**config.mk**
```make
export PLATFORM = sky130hd
export DESIGN_NAME = sos_top
export DESIGN_NICKNAME = d
export VERILOG_FILES = /design/src/core/sos_pkg.sv /design/src/core/sos_top.sv
export VERILOG_INCLUDE_DIRS = /design/src /design/src/core
export SDC_FILE = /design/constraint.sdc
export NUM_CORES = 2
export LEC_CHECK = 0
export BUFFER_PORTS_ARGS = -buffer_cell sky130_fd_sc_hd__clkbuf_2
export CORE_MARGIN = 1
export CORE_UTILIZATION = 43
export CTS_CLUSTER_SIZE = 8
export DETAILED_ROUTE_END_ITERATION = 10
export PLACE_DENSITY = 0.69
export SLEW_MARGIN = 25
export SYNTH_ARGS = -nofsm -noshare
export SYNTH_HDL_FRONTEND = slang
export SYNTH_SLANG_ARGS = --single-unit
```
**constraint.sdc**
```tcl
create_clock -name clock -period 11.8 [get_ports clock]
set_input_delay 1.18 -clock clock [delete_from_list [all_inputs] [get_ports clock]]
set_output_delay 1.18 -clock clock [all_outputs]
set_load 0.02 [all_outputs]
```
**src/core/sos_params.svh**
```systemverilog
`ifndef SOS_PARAMS_SVH
`define SOS_PARAMS_SVH

// register byte addresses
`define SOS_ADDR_RELAY_FUNC 6'h00
`define SOS_ADDR_ANALOG_FUNC 6'h04
`define SOS_ADDR_THRESHOLD 6'h08
`define SOS_ADDR_HYSTERESIS 6'h0C
`define SOS_ADDR_MAX_SPEED 6'h10
`define SOS_ADDR_RATED_CURRENT 6'h14
`define SOS_ADDR_RATED_POWER 6'h18
`define SOS_ADDR_STATUS 6'h1C
`define SOS_ADDR_LEVEL 6'h20

// reset values and legal limits
`define SOS_RELAY_FUNC_RESET 4'h1
`define SOS_RELAY_FUNC_MAX 4'h9
`define SOS_ANALOG_FUNC_RESET 4'h8
`define SOS_ANALOG_FUNC_MAX 4'hB
`define SOS_ANALOG_DIGITAL_MAX 4'h7
`define SOS_AOUT_SPEED 4'h8
`define SOS_AOUT_CURRENT 4'h9
`define SOS_AOUT_POWER 4'hA
`define SOS_THRESHOLD_RESET 16'h03E8
`define SOS_THRESHOLD_MAX 16'h07D0
`define SOS_HYSTERESIS_RESET 16'h0000
`define SOS_HYSTERESIS_MAX 16'h03E8
`define SOS_MAX_SPEED_RESET 16'h01F4
`define SOS_RATED_CURRENT_RESET 16'h0064
`define SOS_RATED_POWER_RESET 16'h0064

// percentage arithmetic in tenths: 2 x 1000 per mille
`define SOS_PERMILLE_TWICE 16'h07D0
`define SOS_AI_FULL_SCALE 16'h03E8

// analog output converter
`define SOS_LEVEL_BITS 12
`define SOS_LEVEL_FULL 12'hFFF
`define SOS_DIV_STEPS 4'hC
`define SOS_DIV_TOP 4'hB

`endif

```
**src/core/sos_pkg.sv**
```systemverilog
`default_nettype none
package sos_pkg;
    typedef logic [3:0] sos_code_type;
    typedef logic [15:0] sos_value_type;
    typedef enum logic [0:0] {SOS_DIV_IDLE, SOS_DIV_RUN} sos_div_state_type;
    typedef enum logic [1:0] {SOS_CH_SPEED, SOS_CH_CURRENT, SOS_CH_AI2} sos_channel_type;
endpackage
`default_nettype wire

```
**src/core/sos_top.sv**
```systemverilog
// Overview of operation
// - relay selector accepts codes 0 to 9, resets to 1
// - selected relay condition true energises the relay, closing its contacts
// - code 0: true while drive runs with motor output enabled
// - code 1: true while powered and no fault present
// - code 2: true when output frequency equals setpoint frequency
// - code 3: true while drive is tripped or faulted
// - code 4: frequency at or above threshold; code 6: below it
// - code 5: current at or above threshold; code 7: below it
// - code 8: second analog input at or above threshold
// - code 9: drive ready to run and no trip
// - threshold percentage 0.0 to 200.0, default 100.0, for codes 4 to 8
// - hysteresis 0.0 to 100.0 percent, default 0.0, around the threshold
// - analog selector resets to 8; codes 0 to 7 drive digital 24V output
// - code 8: speed scaled zero to maximum speed, 0.1 Hz units
// - code 9: current scaled zero to 200 percent rated current, 0.1 A
// - code 10: power scaled zero to twice rated power
// - code 11: torque scaled zero to 200 percent rated current
// - same threshold serves analog selector comparison codes
//
// Chosen here: the Avalon-MM slave port and the address map.
`timescale 1ns/1ns
`default_nettype none
`include "sos_params.svh"

module sos_top
    import sos_pkg::*;
(
    input wire logic clock,
    input wire logic resetn,
    input wire logic [5:0] address,
    input wire logic [3:0] byteenable,
    input wire logic read,
    input wire logic write,
    input wire logic [31:0] writedata,
    output logic [31:0] readdata,
    output logic waitrequest,
    input wire logic drive_running,
    input wire logic drive_fault,
    input wire logic drive_ready,
    input wire logic [15:0] output_freq,
    input wire logic [15:0] setpoint_freq,
    input wire logic [15:0] motor_current,
    input wire logic [15:0] analog_in2,
    input wire logic [15:0] motor_power,
    input wire logic [15:0] motor_torque,
    output logic relay_energise,
    output logic digital_out,
    output logic analog_mode,
    output logic [11:0] analog_level
);

    sos_code_type relay_function;
    sos_code_type analog_function;
    sos_value_type threshold;
    sos_value_type hysteresis;
    sos_value_type max_speed;
    sos_value_type rated_current;
    sos_value_type rated_power;
    logic [2:0] compare_state;
    logic [9:0] condition;
    logic write_commit;
    logic [31:0] next_readdata;

    // merge a 16-bit field with the enabled byte lanes
    function automatic logic [15:0] merge16(
        input logic [15:0] old_value,
        input logic [31:0] data,
        input logic [3:0] lanes
    );
        logic [15:0] result;
        result = old_value;
        if (lanes[0]) begin
            result[7:0] = data[7:0];
        end
        if (lanes[1]) begin
            result[15:8] = data[15:8];
        end
        return result;
    endfunction

    // a request is answered one cycle after it is raised
    always_ff @(posedge clock or negedge resetn) begin
        if (!resetn) begin
            waitrequest <= 1'b1;
        end else if ((read || write) && waitrequest) begin
            waitrequest <= 1'b0;
        end else begin
            waitrequest <= 1'b1;
        end
    end

    assign write_commit = write && !waitrequest;

    always_comb begin
        next_readdata = 32'h0000_0000;
        unique case (address)
            `SOS_ADDR_RELAY_FUNC: next_readdata[3:0] = relay_function;
            `SOS_ADDR_ANALOG_FUNC: next_readdata[3:0] = analog_function;
            `SOS_ADDR_THRESHOLD: next_readdata[15:0] = threshold;
            `SOS_ADDR_HYSTERESIS: next_readdata[15:0] = hysteresis;
            `SOS_ADDR_MAX_SPEED: next_readdata[15:0] = max_speed;
            `SOS_ADDR_RATED_CURRENT: next_readdata[15:0] = rated_current;
            `SOS_ADDR_RATED_POWER: next_readdata[15:0] = rated_power;
            `SOS_ADDR_STATUS: next_readdata[5:0] = {compare_state, analog_mode, digital_out, relay_energise};
            `SOS_ADDR_LEVEL: next_readdata[11:0] = analog_level;
            default: next_readdata = 32'h0000_0000;
        endcase
    end

    // data is loaded with the answer and kept until the next read
    always_ff @(posedge clock or negedge resetn) begin
        if (!resetn) begin
            readdata <= 32'h0000_0000;
        end else if (read && waitrequest) begin
            readdata <= next_readdata;
        end
    end

    // out-of-range codes are dropped so the selector never holds an illegal value
    always_ff @(posedge clock or negedge resetn) begin
        if (!resetn) begin
            relay_function <= `SOS_RELAY_FUNC_RESET;
        end else if (write_commit && address == `SOS_ADDR_RELAY_FUNC && byteenable[0]
                     && writedata[7:0] <= {4'h0, `SOS_RELAY_FUNC_MAX}) begin
            relay_function <= writedata[3:0];
        end
    end

    always_ff @(posedge clock or negedge resetn) begin
        if (!resetn) begin
            analog_function <= `SOS_ANALOG_FUNC_RESET;
        end else if (write_commit && address == `SOS_ADDR_ANALOG_FUNC && byteenable[0]
                     && writedata[7:0] <= {4'h0, `SOS_ANALOG_FUNC_MAX}) begin
            analog_function <= writedata[3:0];
        end
    end

    // a partial write keeps the byte whose lane is not enabled
    // threshold and hysteresis are in tenths of a percent
    always_ff @(posedge clock or negedge resetn) begin
        if (!resetn) begin
            threshold <= `SOS_THRESHOLD_RESET;
        end else if (write_commit && address == `SOS_ADDR_THRESHOLD
                     && merge16(threshold, writedata, byteenable) <= `SOS_THRESHOLD_MAX) begin
            threshold <= merge16(threshold, writedata, byteenable);
        end
    end

    always_ff @(posedge clock or negedge resetn) begin
        if (!resetn) begin
            hysteresis <= `SOS_HYSTERESIS_RESET;
        end else if (write_commit && address == `SOS_ADDR_HYSTERESIS
                     && merge16(hysteresis, writedata, byteenable) <= `SOS_HYSTERESIS_MAX) begin
            hysteresis <= merge16(hysteresis, writedata, byteenable);
        end
    end

    always_ff @(posedge clock or negedge resetn) begin
        if (!resetn) begin
            max_speed <= `SOS_MAX_SPEED_RESET;
        end else if (write_commit && address == `SOS_ADDR_MAX_SPEED) begin
            max_speed <= merge16(max_speed, writedata, byteenable);
        end
    end

    always_ff @(posedge clock or negedge resetn) begin
        if (!resetn) begin
            rated_current <= `SOS_RATED_CURRENT_RESET;
        end else if (write_commit && address == `SOS_ADDR_RATED_CURRENT) begin
            rated_current <= merge16(rated_current, writedata, byteenable);
        end
    end

    always_ff @(posedge clock or negedge resetn) begin
        if (!resetn) begin
            rated_power <= `SOS_RATED_POWER_RESET;
        end else if (write_commit && address == `SOS_ADDR_RATED_POWER) begin
            rated_power <= merge16(rated_power, writedata, byteenable);
        end
    end

    // each limit sits half the hysteresis above or below the threshold
    // comparisons in integers: 2000*q against (2*thr +/- hyst)*base avoids any divide
    generate
        for (genvar ch = 0; ch < 3; ch++) begin : g_compare
            logic [15:0] quantity;
            logic [15:0] base;
            logic [31:0] scaled_quantity;
            logic [31:0] upper_limit;
            logic [31:0] lower_limit;
            logic [16:0] twice_threshold;
            if (ch == SOS_CH_SPEED) begin : g_speed
                assign quantity = output_freq;
                assign base = max_speed;
            end else if (ch == SOS_CH_CURRENT) begin : g_current
                assign quantity = motor_current;
                assign base = rated_current;
            end else begin : g_ai2
                assign quantity = analog_in2;
                assign base = `SOS_AI_FULL_SCALE;
            end
            assign twice_threshold = {threshold, 1'b0};
            assign scaled_quantity = 32'(quantity) * 32'(`SOS_PERMILLE_TWICE);
            assign upper_limit = (32'(twice_threshold) + 32'(hysteresis)) * 32'(base);
            // a band reaching below zero means the state can never clear
            assign lower_limit = (32'(twice_threshold) >= 32'(hysteresis))
                               ? (32'(twice_threshold) - 32'(hysteresis)) * 32'(base) : 32'h0000_0000;
            always_ff @(posedge clock or negedge resetn) begin
                if (!resetn) begin
                    compare_state[ch] <= 1'b0;
                end else if (scaled_quantity >= upper_limit) begin
                    compare_state[ch] <= 1'b1;
                end else if (scaled_quantity < lower_limit) begin
                    compare_state[ch] <= 1'b0;
                end
            end
        end
    endgenerate

    always_comb begin
        condition[0] = drive_running;
        condition[1] = !drive_fault;
        condition[2] = output_freq == setpoint_freq;
        condition[3] = drive_fault;
        condition[4] = compare_state[SOS_CH_SPEED];
        condition[5] = compare_state[SOS_CH_CURRENT];
        condition[6] = !compare_state[SOS_CH_SPEED];
        condition[7] = !compare_state[SOS_CH_CURRENT];
        condition[8] = compare_state[SOS_CH_AI2];
        condition[9] = drive_ready && !drive_fault;
    end

    always_ff @(posedge clock or negedge resetn) begin
        if (!resetn) begin
            relay_energise <= 1'b0;
        end else begin
            relay_energise <= condition[relay_function];
        end
    end

    // the comparison codes 4 to 7 read the shared threshold states
    always_ff @(posedge clock or negedge resetn) begin
        if (!resetn) begin
            analog_mode <= 1'b1;
            digital_out <= 1'b0;
        end else if (analog_function <= `SOS_ANALOG_DIGITAL_MAX) begin
            analog_mode <= 1'b0;
            digital_out <= condition[analog_function];
        end else begin
            analog_mode <= 1'b1;
            digital_out <= 1'b0;
        end
    end

    // analog conversion: level = value*4095/full, by a 12-step restoring divider
    sos_div_state_type div_state;
    logic [3:0] div_count;
    logic [27:0] div_rem;
    logic [27:0] div_den;
    logic [11:0] div_quot;
    logic [15:0] sel_value;
    logic [16:0] sel_full;

    always_comb begin
        unique case (analog_function)
            `SOS_AOUT_SPEED: begin
                sel_value = output_freq;
                sel_full = {1'b0, max_speed};
            end
            `SOS_AOUT_CURRENT: begin
                sel_value = motor_current;
                sel_full = {rated_current, 1'b0};
            end
            `SOS_AOUT_POWER: begin
                sel_value = motor_power;
                sel_full = {rated_power, 1'b0};
            end
            default: begin
                sel_value = motor_torque;
                sel_full = {rated_current, 1'b0};
            end
        endcase
    end

    // the level lags the measurement by one conversion, about 13 cycles
    always_ff @(posedge clock or negedge resetn) begin
        if (!resetn) begin
            div_state <= SOS_DIV_IDLE;
            div_count <= 4'h0;
            div_rem <= 28'h000_0000;
            div_den <= 28'h000_0000;
            div_quot <= 12'h000;
        end else begin
            unique case (div_state)
                SOS_DIV_IDLE: begin
                    div_rem <= 28'(sel_value) * 28'(`SOS_LEVEL_FULL);
                    div_den <= 28'(sel_full) << `SOS_DIV_TOP;
                    div_quot <= 12'h000;
                    div_count <= 4'h0;
                    div_state <= SOS_DIV_RUN;
                end
                SOS_DIV_RUN: begin
                    if (div_rem >= div_den) begin
                        div_rem <= div_rem - div_den;
                        div_quot <= {div_quot[10:0], 1'b1};
                    end else begin
                        div_quot <= {div_quot[10:0], 1'b0};
                    end
                    div_den <= div_den >> 1;
                    div_count <= div_count + 4'h1;
                    if (div_count == `SOS_DIV_TOP) begin
                        div_state <= SOS_DIV_IDLE;
                    end
                end
            endcase
        end
    end

    logic div_done;
    logic saturate;
    assign div_done = div_state == SOS_DIV_RUN && div_count == `SOS_DIV_TOP;
    // full scale is held while the quantity sits at or past the top of its range
    assign saturate = 17'(sel_value) >= sel_full;

    always_ff @(posedge clock or negedge resetn) begin
        if (!resetn) begin
            analog_level <= 12'h000;
        end else if (analog_function <= `SOS_ANALOG_DIGITAL_MAX) begin
            analog_level <= 12'h000;
        end else if (saturate) begin
            analog_level <= `SOS_LEVEL_FULL;
        end else if (div_done) begin
            if (div_rem >= div_den) begin
                analog_level <= {div_quot[10:0], 1'b1};
            end else begin
                analog_level <= {div_quot[10:0], 1'b0};
            end
        end
    end

endmodule

`default_nettype wire

```
Yosys cells after proc, flatten, opt, wreduce, memory -nomap -nowiden. Index checks and enable logic that the tools add are counted.

Word-level logic and storage cells: 140. Register bits after elaboration: 195.

Add/sub/neg operators: 4. Reduce and logical (&&, ||, !) cells: 34. Mux-type cells: 37. Multipliers: 10. Bitwise operators: 1. Magnitude comparators: 16. Eq/ne operators: 14.

Operator list (number): multiplier 32 x 16 -> 32 bit (4); case mux 28 bit (2 select lines) (2); < comparator 27 x 32 -> 1 bit (3); 2-to-1 mux 32 bit (3); multiplier 16 x 7 -> 23 bit (second input constant) (3); >= comparator 27 x 32 -> 1 bit (2); case mux 16 bit (3 select lines) (1); 2-to-1 mux 12 bit (3); case mux 4 bit (9 select lines) (1); case mux 6 bit (6 select lines) (1); case mux 17 bit (2 select lines) (1); multiplier 32 x 7 -> 29 bit (second input constant) (1); 2-to-1 mux 8 bit (4); >= comparator 27 x 28 -> 1 bit (1); >= comparator 28 bit (1); multiplier 16 x 12 -> 28 bit (second input constant) (1); 2-to-1 mux 28 bit (1); subtractor 28 bit (1); multiplier 18 x 7 -> 25 bit (second input constant) (1); == test 6 x 5 -> 1 bit (second input constant) (4); case mux 11 bit (2 select lines) (1); case mux 4 bit (5 select lines) (1); adder 17 x 16 -> 18 bit (1); logical AND 1 bit (18); 27 further kinds (56).

Depth between registers and ports, before layout.
Depth in word-level cells: 6. Gate-level depth with buffers: 45.

Least setup slack after synthesis. OpenSTA, ideal clock, no wires.

Path kind: reg2reg. Start point: register threshold[3]. End point: register compare_state[1]. Period minus slack after synthesis: 8960 ps. Cell stages (with the launch flop): 42. Path buffers: 2. Arrival: 8818 ps. Slack: 2840 ps. Cells stage by stage: dfstp_2 > ha_1 > buf_2 > a21o_1 > nand2_1 > nand3b_1 > o31ai_1 > inv_1 > a21oi_1 > o21bai_1 > xor2_1 > clkbuf_1 > nand2_1 > fa_1 > fa_1 > inv_1 > fa_1 > inv_1 > [... 6 more ...] > nor3_1 > o211ai_1 > a211oi_1 > nor3_1 > xnor2_1 > nand2_1 > ha_1 > a21o_1 > a21oi_1 > nor2b_1 > o21ai_0 > nand2b_1 > a21oi_1 > nor2b_1 > o211ai_1 > a21boi_0 > o41ai_1 > o32ai_2.

Longest elaborated chain between the ends: 5.

RTL lines: start, declared (RTL line sos_top.sv:55) `sos_value_type threshold;`; start signal, assigned (RTL line sos_top.sv:143) `` threshold <= `SOS_THRESHOLD_RESET; ``; start signal, assigned (RTL line sos_top.sv:146) `threshold <= merge16(threshold, writedata, byteenable);`; subtractor 17 x 16 -> 18 bit (RTL line sos_top.sv:208) `? (32'(twice_threshold) - 32'(hysteresis)) * 32'(base) : 32'h0000_0000;`; multiplier 32 x 16 -> 32 bit (RTL line sos_top.sv:208); 2-to-1 mux 32 bit (RTL line sos_top.sv:208); < comparator 27 x 32 -> 1 bit (RTL line sos_top.sv:214) `end else if (scaled_quantity < lower_limit) begin`; nonzero test 2 bit (no source line); end signal, assigned by index (RTL line sos_top.sv:211) `compare_state[ch] <= 1'b0;`; end signal, assigned by index (RTL line sos_top.sv:213) `compare_state[ch] <= 1'b1;`; end signal, assigned by index (RTL line sos_top.sv:215) `compare_state[ch] <= 1'b0;`; end, declared (RTL line sos_top.sv:60) `logic [2:0] compare_state;`.

Several ways; a longest one is shown, not always the timed one. A chain may end at the register's enable or synchronous reset.

Worst setup path after layout.
Start point: register hysteresis[2]. End point: register compare_state[0].

Longest elaborated chain between the ends: 5.

RTL lines: start, declared (RTL line sos_top.sv:56) `sos_value_type hysteresis;`; start signal, assigned (RTL line sos_top.sv:152) `` hysteresis <= `SOS_HYSTERESIS_RESET; ``; start signal, assigned (RTL line sos_top.sv:155) `hysteresis <= merge16(hysteresis, writedata, byteenable);`; subtractor 17 x 16 -> 18 bit (RTL line sos_top.sv:208); multiplier 32 x 16 -> 32 bit (RTL line sos_top.sv:208); 2-to-1 mux 32 bit (RTL line sos_top.sv:208); < comparator 27 x 32 -> 1 bit (RTL line sos_top.sv:214); nonzero test 2 bit (no source line).

Several ways; a longest one is shown, not always the timed one.

==> summary.md <==
| Metric | Value |
|---|---|
| First-pass GRT wire length | 321700 µm |
| Buffers on Ports | 158 |
| Setup slack after layout | 1.134 ns |
| Pwr Total | about 13000 µW |
| Startpoint class of the critical path | flop |
| Final HPWL DP | 164700 µm |
| DRC viols | 0 |
| HP Class | reg -> reg |
| Die Span Y | 411.7 µm |
| WL met1 | between 70000 and 80000 µm |
| First-pass iteration count of the detailed router | 8 |
| NumNets Final | 10470 |
| CTS buffer count | 17 |
| Top delay family on crit path | adder cells |
| Worst-Skew Late Latency | 0.53 ns |
| Worst Setup Path Type | reg -> reg |
| Fmax | 93.75 MHz |
| Design Area, Final | roughly 76000 µm² |
| Post-synth EDFFs | 0 |
| Final Max Slew Viols | 0 |
| CTS max path bufs | 2 |
| Die area | 169500 µm² |
| Non-Filler Instances | 10280 |
| Row count | 149 |
| Slew headroom | 20.81% |
| Root Driver | clkbuf_16 |
| Commonest non-fill, non-tap cell in the layout | inv_1 |
| Reg2reg path depth | 37 |
| Flops & latches, synth | 195 |
| Syn_area_per_cell | 8.906 µm² |
| Arrival @ worst endpoint | approximately 11 ns |
| CP peak stage delay | 0.54 ns |
| Uppermost layer routed | met4 |
| Via count | 55420 |
| Total GRT Usage | 24.15% |
| Final Setup Violations | 0 |
| Worst slew pin tran | 1.185 ns |
| Initial core utilization | 43.54% |
| CTS tree | yes |
| Routed Wire Length | 199600 µm |
| RePlAce Congestion | 0.9776 |
| Share of cells above drive strength 1 | 5.573% |
| Crit. path cell count | 37 |
| Cell variety after synth | 95 |
| Maximum vdd drop | around 0.28 mV |
| Clk pin slew, worst setup/hold paths | approximately 0.12 ns |
| Placed insts | 10250 |
| Initial drt markers | about 3800 |
| Post-CTS Setup Bufs | 0 |
| P_leak | 0.03928 µW |
| Status | finished clean |
| Sequential area share after synthesis | under 10% |
| Vias/cell | 5.390 |
| Cts repair resizes | 0 |
| Hold_buf cts | 0 |
| WP buf/inv | 6 |
| Req. time, crit path | between 10 and 15 ns |
| Critical-path maximum fanout | 16 |
| Number of I/O pins | 193 |
| Setup crit start | hysteresis[2]$_DFFE_PN0P_ |
| Initial antenna violation count | 9 |
| Pwr dens | about 170 nW/µm² |
| Max-cap viol count | 0 |
| Highest-count cells in the layout ignoring fill and taps | inv_1 (1818), fa_1 (1383), nand2_1 (925) |
| Crit path to | compare_state[0]$_DFFE_PN0P_ |
| Synth Instances | 8103 |
| Clock sinks | 195 |
| Number of global-route vias before repair | slightly below 60000 |
| Min Tclk post-route | 10.67 ns |
| Core area | 165700 µm² |
| Met3 WL | 14940 µm |
| Area growth, synth to finish | 5.715% |
| Largest net degree at the start of global routing | slightly above 100 |
| Area after DPL | 75650 µm² |
| RSZ-0062 raised after global routing | no |
| DP Worst Slack | 1.010 ns |
| Chip width | 411.7 µm |
| Synth Cell Area | 72160 µm² |
| Final period util | about 90% |
| Ys flop type | dfrtp_1 |
| Worst r2r dst | compare_state[0]$_DFFE_PN0P_ |
| H-tree Lvls | 4 |
| Clk_skew | 0.04512 ns |
| Setup TNS | 0 ns |
| Slowest stage cell, crit path | o31ai_1 |
| Endpoint kind of the worst setup timing path | flop |
| Top cell by count, worst path | fa_1 |
| Final Hold Vio Count | 0 |
| Synth warnings | 0 |
| Worst R2R Setup Slack | 1.13 ns |
| Overflow after GRT | 0 |
| Met2 routed WL | ~95000 µm |
| Final ANT Viol Nets | 0 |
| RR Startpoint | hysteresis[2]$_DFFE_PN0P_ |
| Post-synth ARST share | 100.0% |
| Wirelength per Cell | 19.42 µm |
| Antenna diodes | 0 |
-- how the worst min path moves through the flow --
stage | start | end | slack [ns] | cells after the start
floorplan | div_count[0]$_DFF_PN0_ | div_count[0]$_DFF_PN0_ | 0.43 | 1
global placement | div_count[0]$_DFF_PN0_ | div_count[0]$_DFF_PN0_ | 0.46 | 1
finish | div_count[0]$_DFF_PN0_ | div_count[0]$_DFF_PN0_ | 0.48 | 1
CTS | div_quot[5]$_DFF_PN0_ | div_quot[6]$_DFF_PN0_ | 0.49 | 1
global route | div_quot[5]$_DFF_PN0_ | div_quot[6]$_DFF_PN0_ | 0.49 | 1
detailed placement | div_count[0]$_DFF_PN0_ | div_count[0]$_DFF_PN0_ | 0.47 | 1
-- report_power, final --
part,leakage [µW],switching (µW),internal [µW]
logic,0.0366,6630,4520
clock network,0.000296,348,294
registers,0.00243,89.3,764
total,0.0393,7070,5580
-- through the flow --
| stage | hold WS, ns | utilization, % |
|---|---|---|
| after floorplan | 0.4308 | - |
| after global placement | 0.4580 | 45.63 |
| after detailed placement | 0.4677 | 45.64 |
| after CTS | 0.4861 | 46.01 |
| after global routing | 0.4891 | 46.03 |
| final | 0.4801 | 46.03 |
-- state kept, by name, indices dropped and copies added, names as in the netlist, 3 cells and up --
name and cells:
g_compare.base 32, threshold 16, hysteresis 16, readdata 16
compare_state 3, relay_function 4, analog_level 12, rated_power 16
div_count 4, div_rem 28, div_den 28, div_quot 11
analog_function 4
-- area by class of cell --
cell class,count,area [µm²]
tap,2189,2739
clock inverter,15,190.2
fill,15850,89450
multi-input combinational,5769,59500
sequential,195,4912
inverter,1826,6854
clock buffer,17,425.4
timing repair buffer,271,1664
-- per-layer routing --
layer / up-vias / GRT usage (%)
met5: - / 0.08479
met4: 0 / 11.38
met3: 478 / 3.567
met2: 2024 / 40.75
met1: 27950 / 30.31
li1: 24970 / -
-- cells by family after synthesis --
family                     count (synthesis)  synth area share [%]
DFF                                      195                 6.800
other                                      1              0.005197
AOI/OAI and AO/OA                        997                 9.056
buffers and inverters                   2154                 11.30
and+or+nand+nor                         2058                 13.64
adders and majority gates               2242                 53.26
xor gates and xnor gates                 309                 3.789
muxes                                    147                 2.147
-- cell usage after synthesis, drive strengths merged, types with 17 or more instances --
cell type  count  share of area [%]
and2         423                3.7
a31oi         25               0.24
o31ai         23               0.24
mux2          62               0.97
a221o         18               0.25
xnor2        218                2.6
nor2b        100               0.87
mux2i         85                1.2
inv         1825                9.5
fa          1383                 38
nor3          69               0.49
dfrtp        173                6.0
o21ai        200                1.4
ha           859                 15
o21a          55               0.57
dfstp         22               0.80
or3           26               0.23
a21o         119                1.2
nand3         64               0.44
clkbuf       291                1.5
nand2b        62               0.54
and3          17               0.15
nor2         255                1.3
o21bai        30               0.31
nand4         44               0.38
nand2        926                4.8
a211oi        32               0.33
o211ai        30               0.31
a21boi        36               0.37
xor2          89                1.1
a21oi        281                1.9
buf           37               0.29
-- worst reg2reg max path: cells and delay by family, from the launching register on --
kind                     cells  cell delay [ns]
AND/OR/NAND/NOR              8             1.22
AO/OA/AOI/OAI               12             3.58
flip-flops                   1             0.44
buffers and inverters        6             0.71
adder cells (fa/ha/maj)      9             4.07
XOR/XNOR                     2             0.57
Note: power is estimated with default switching activity, not from simulation.
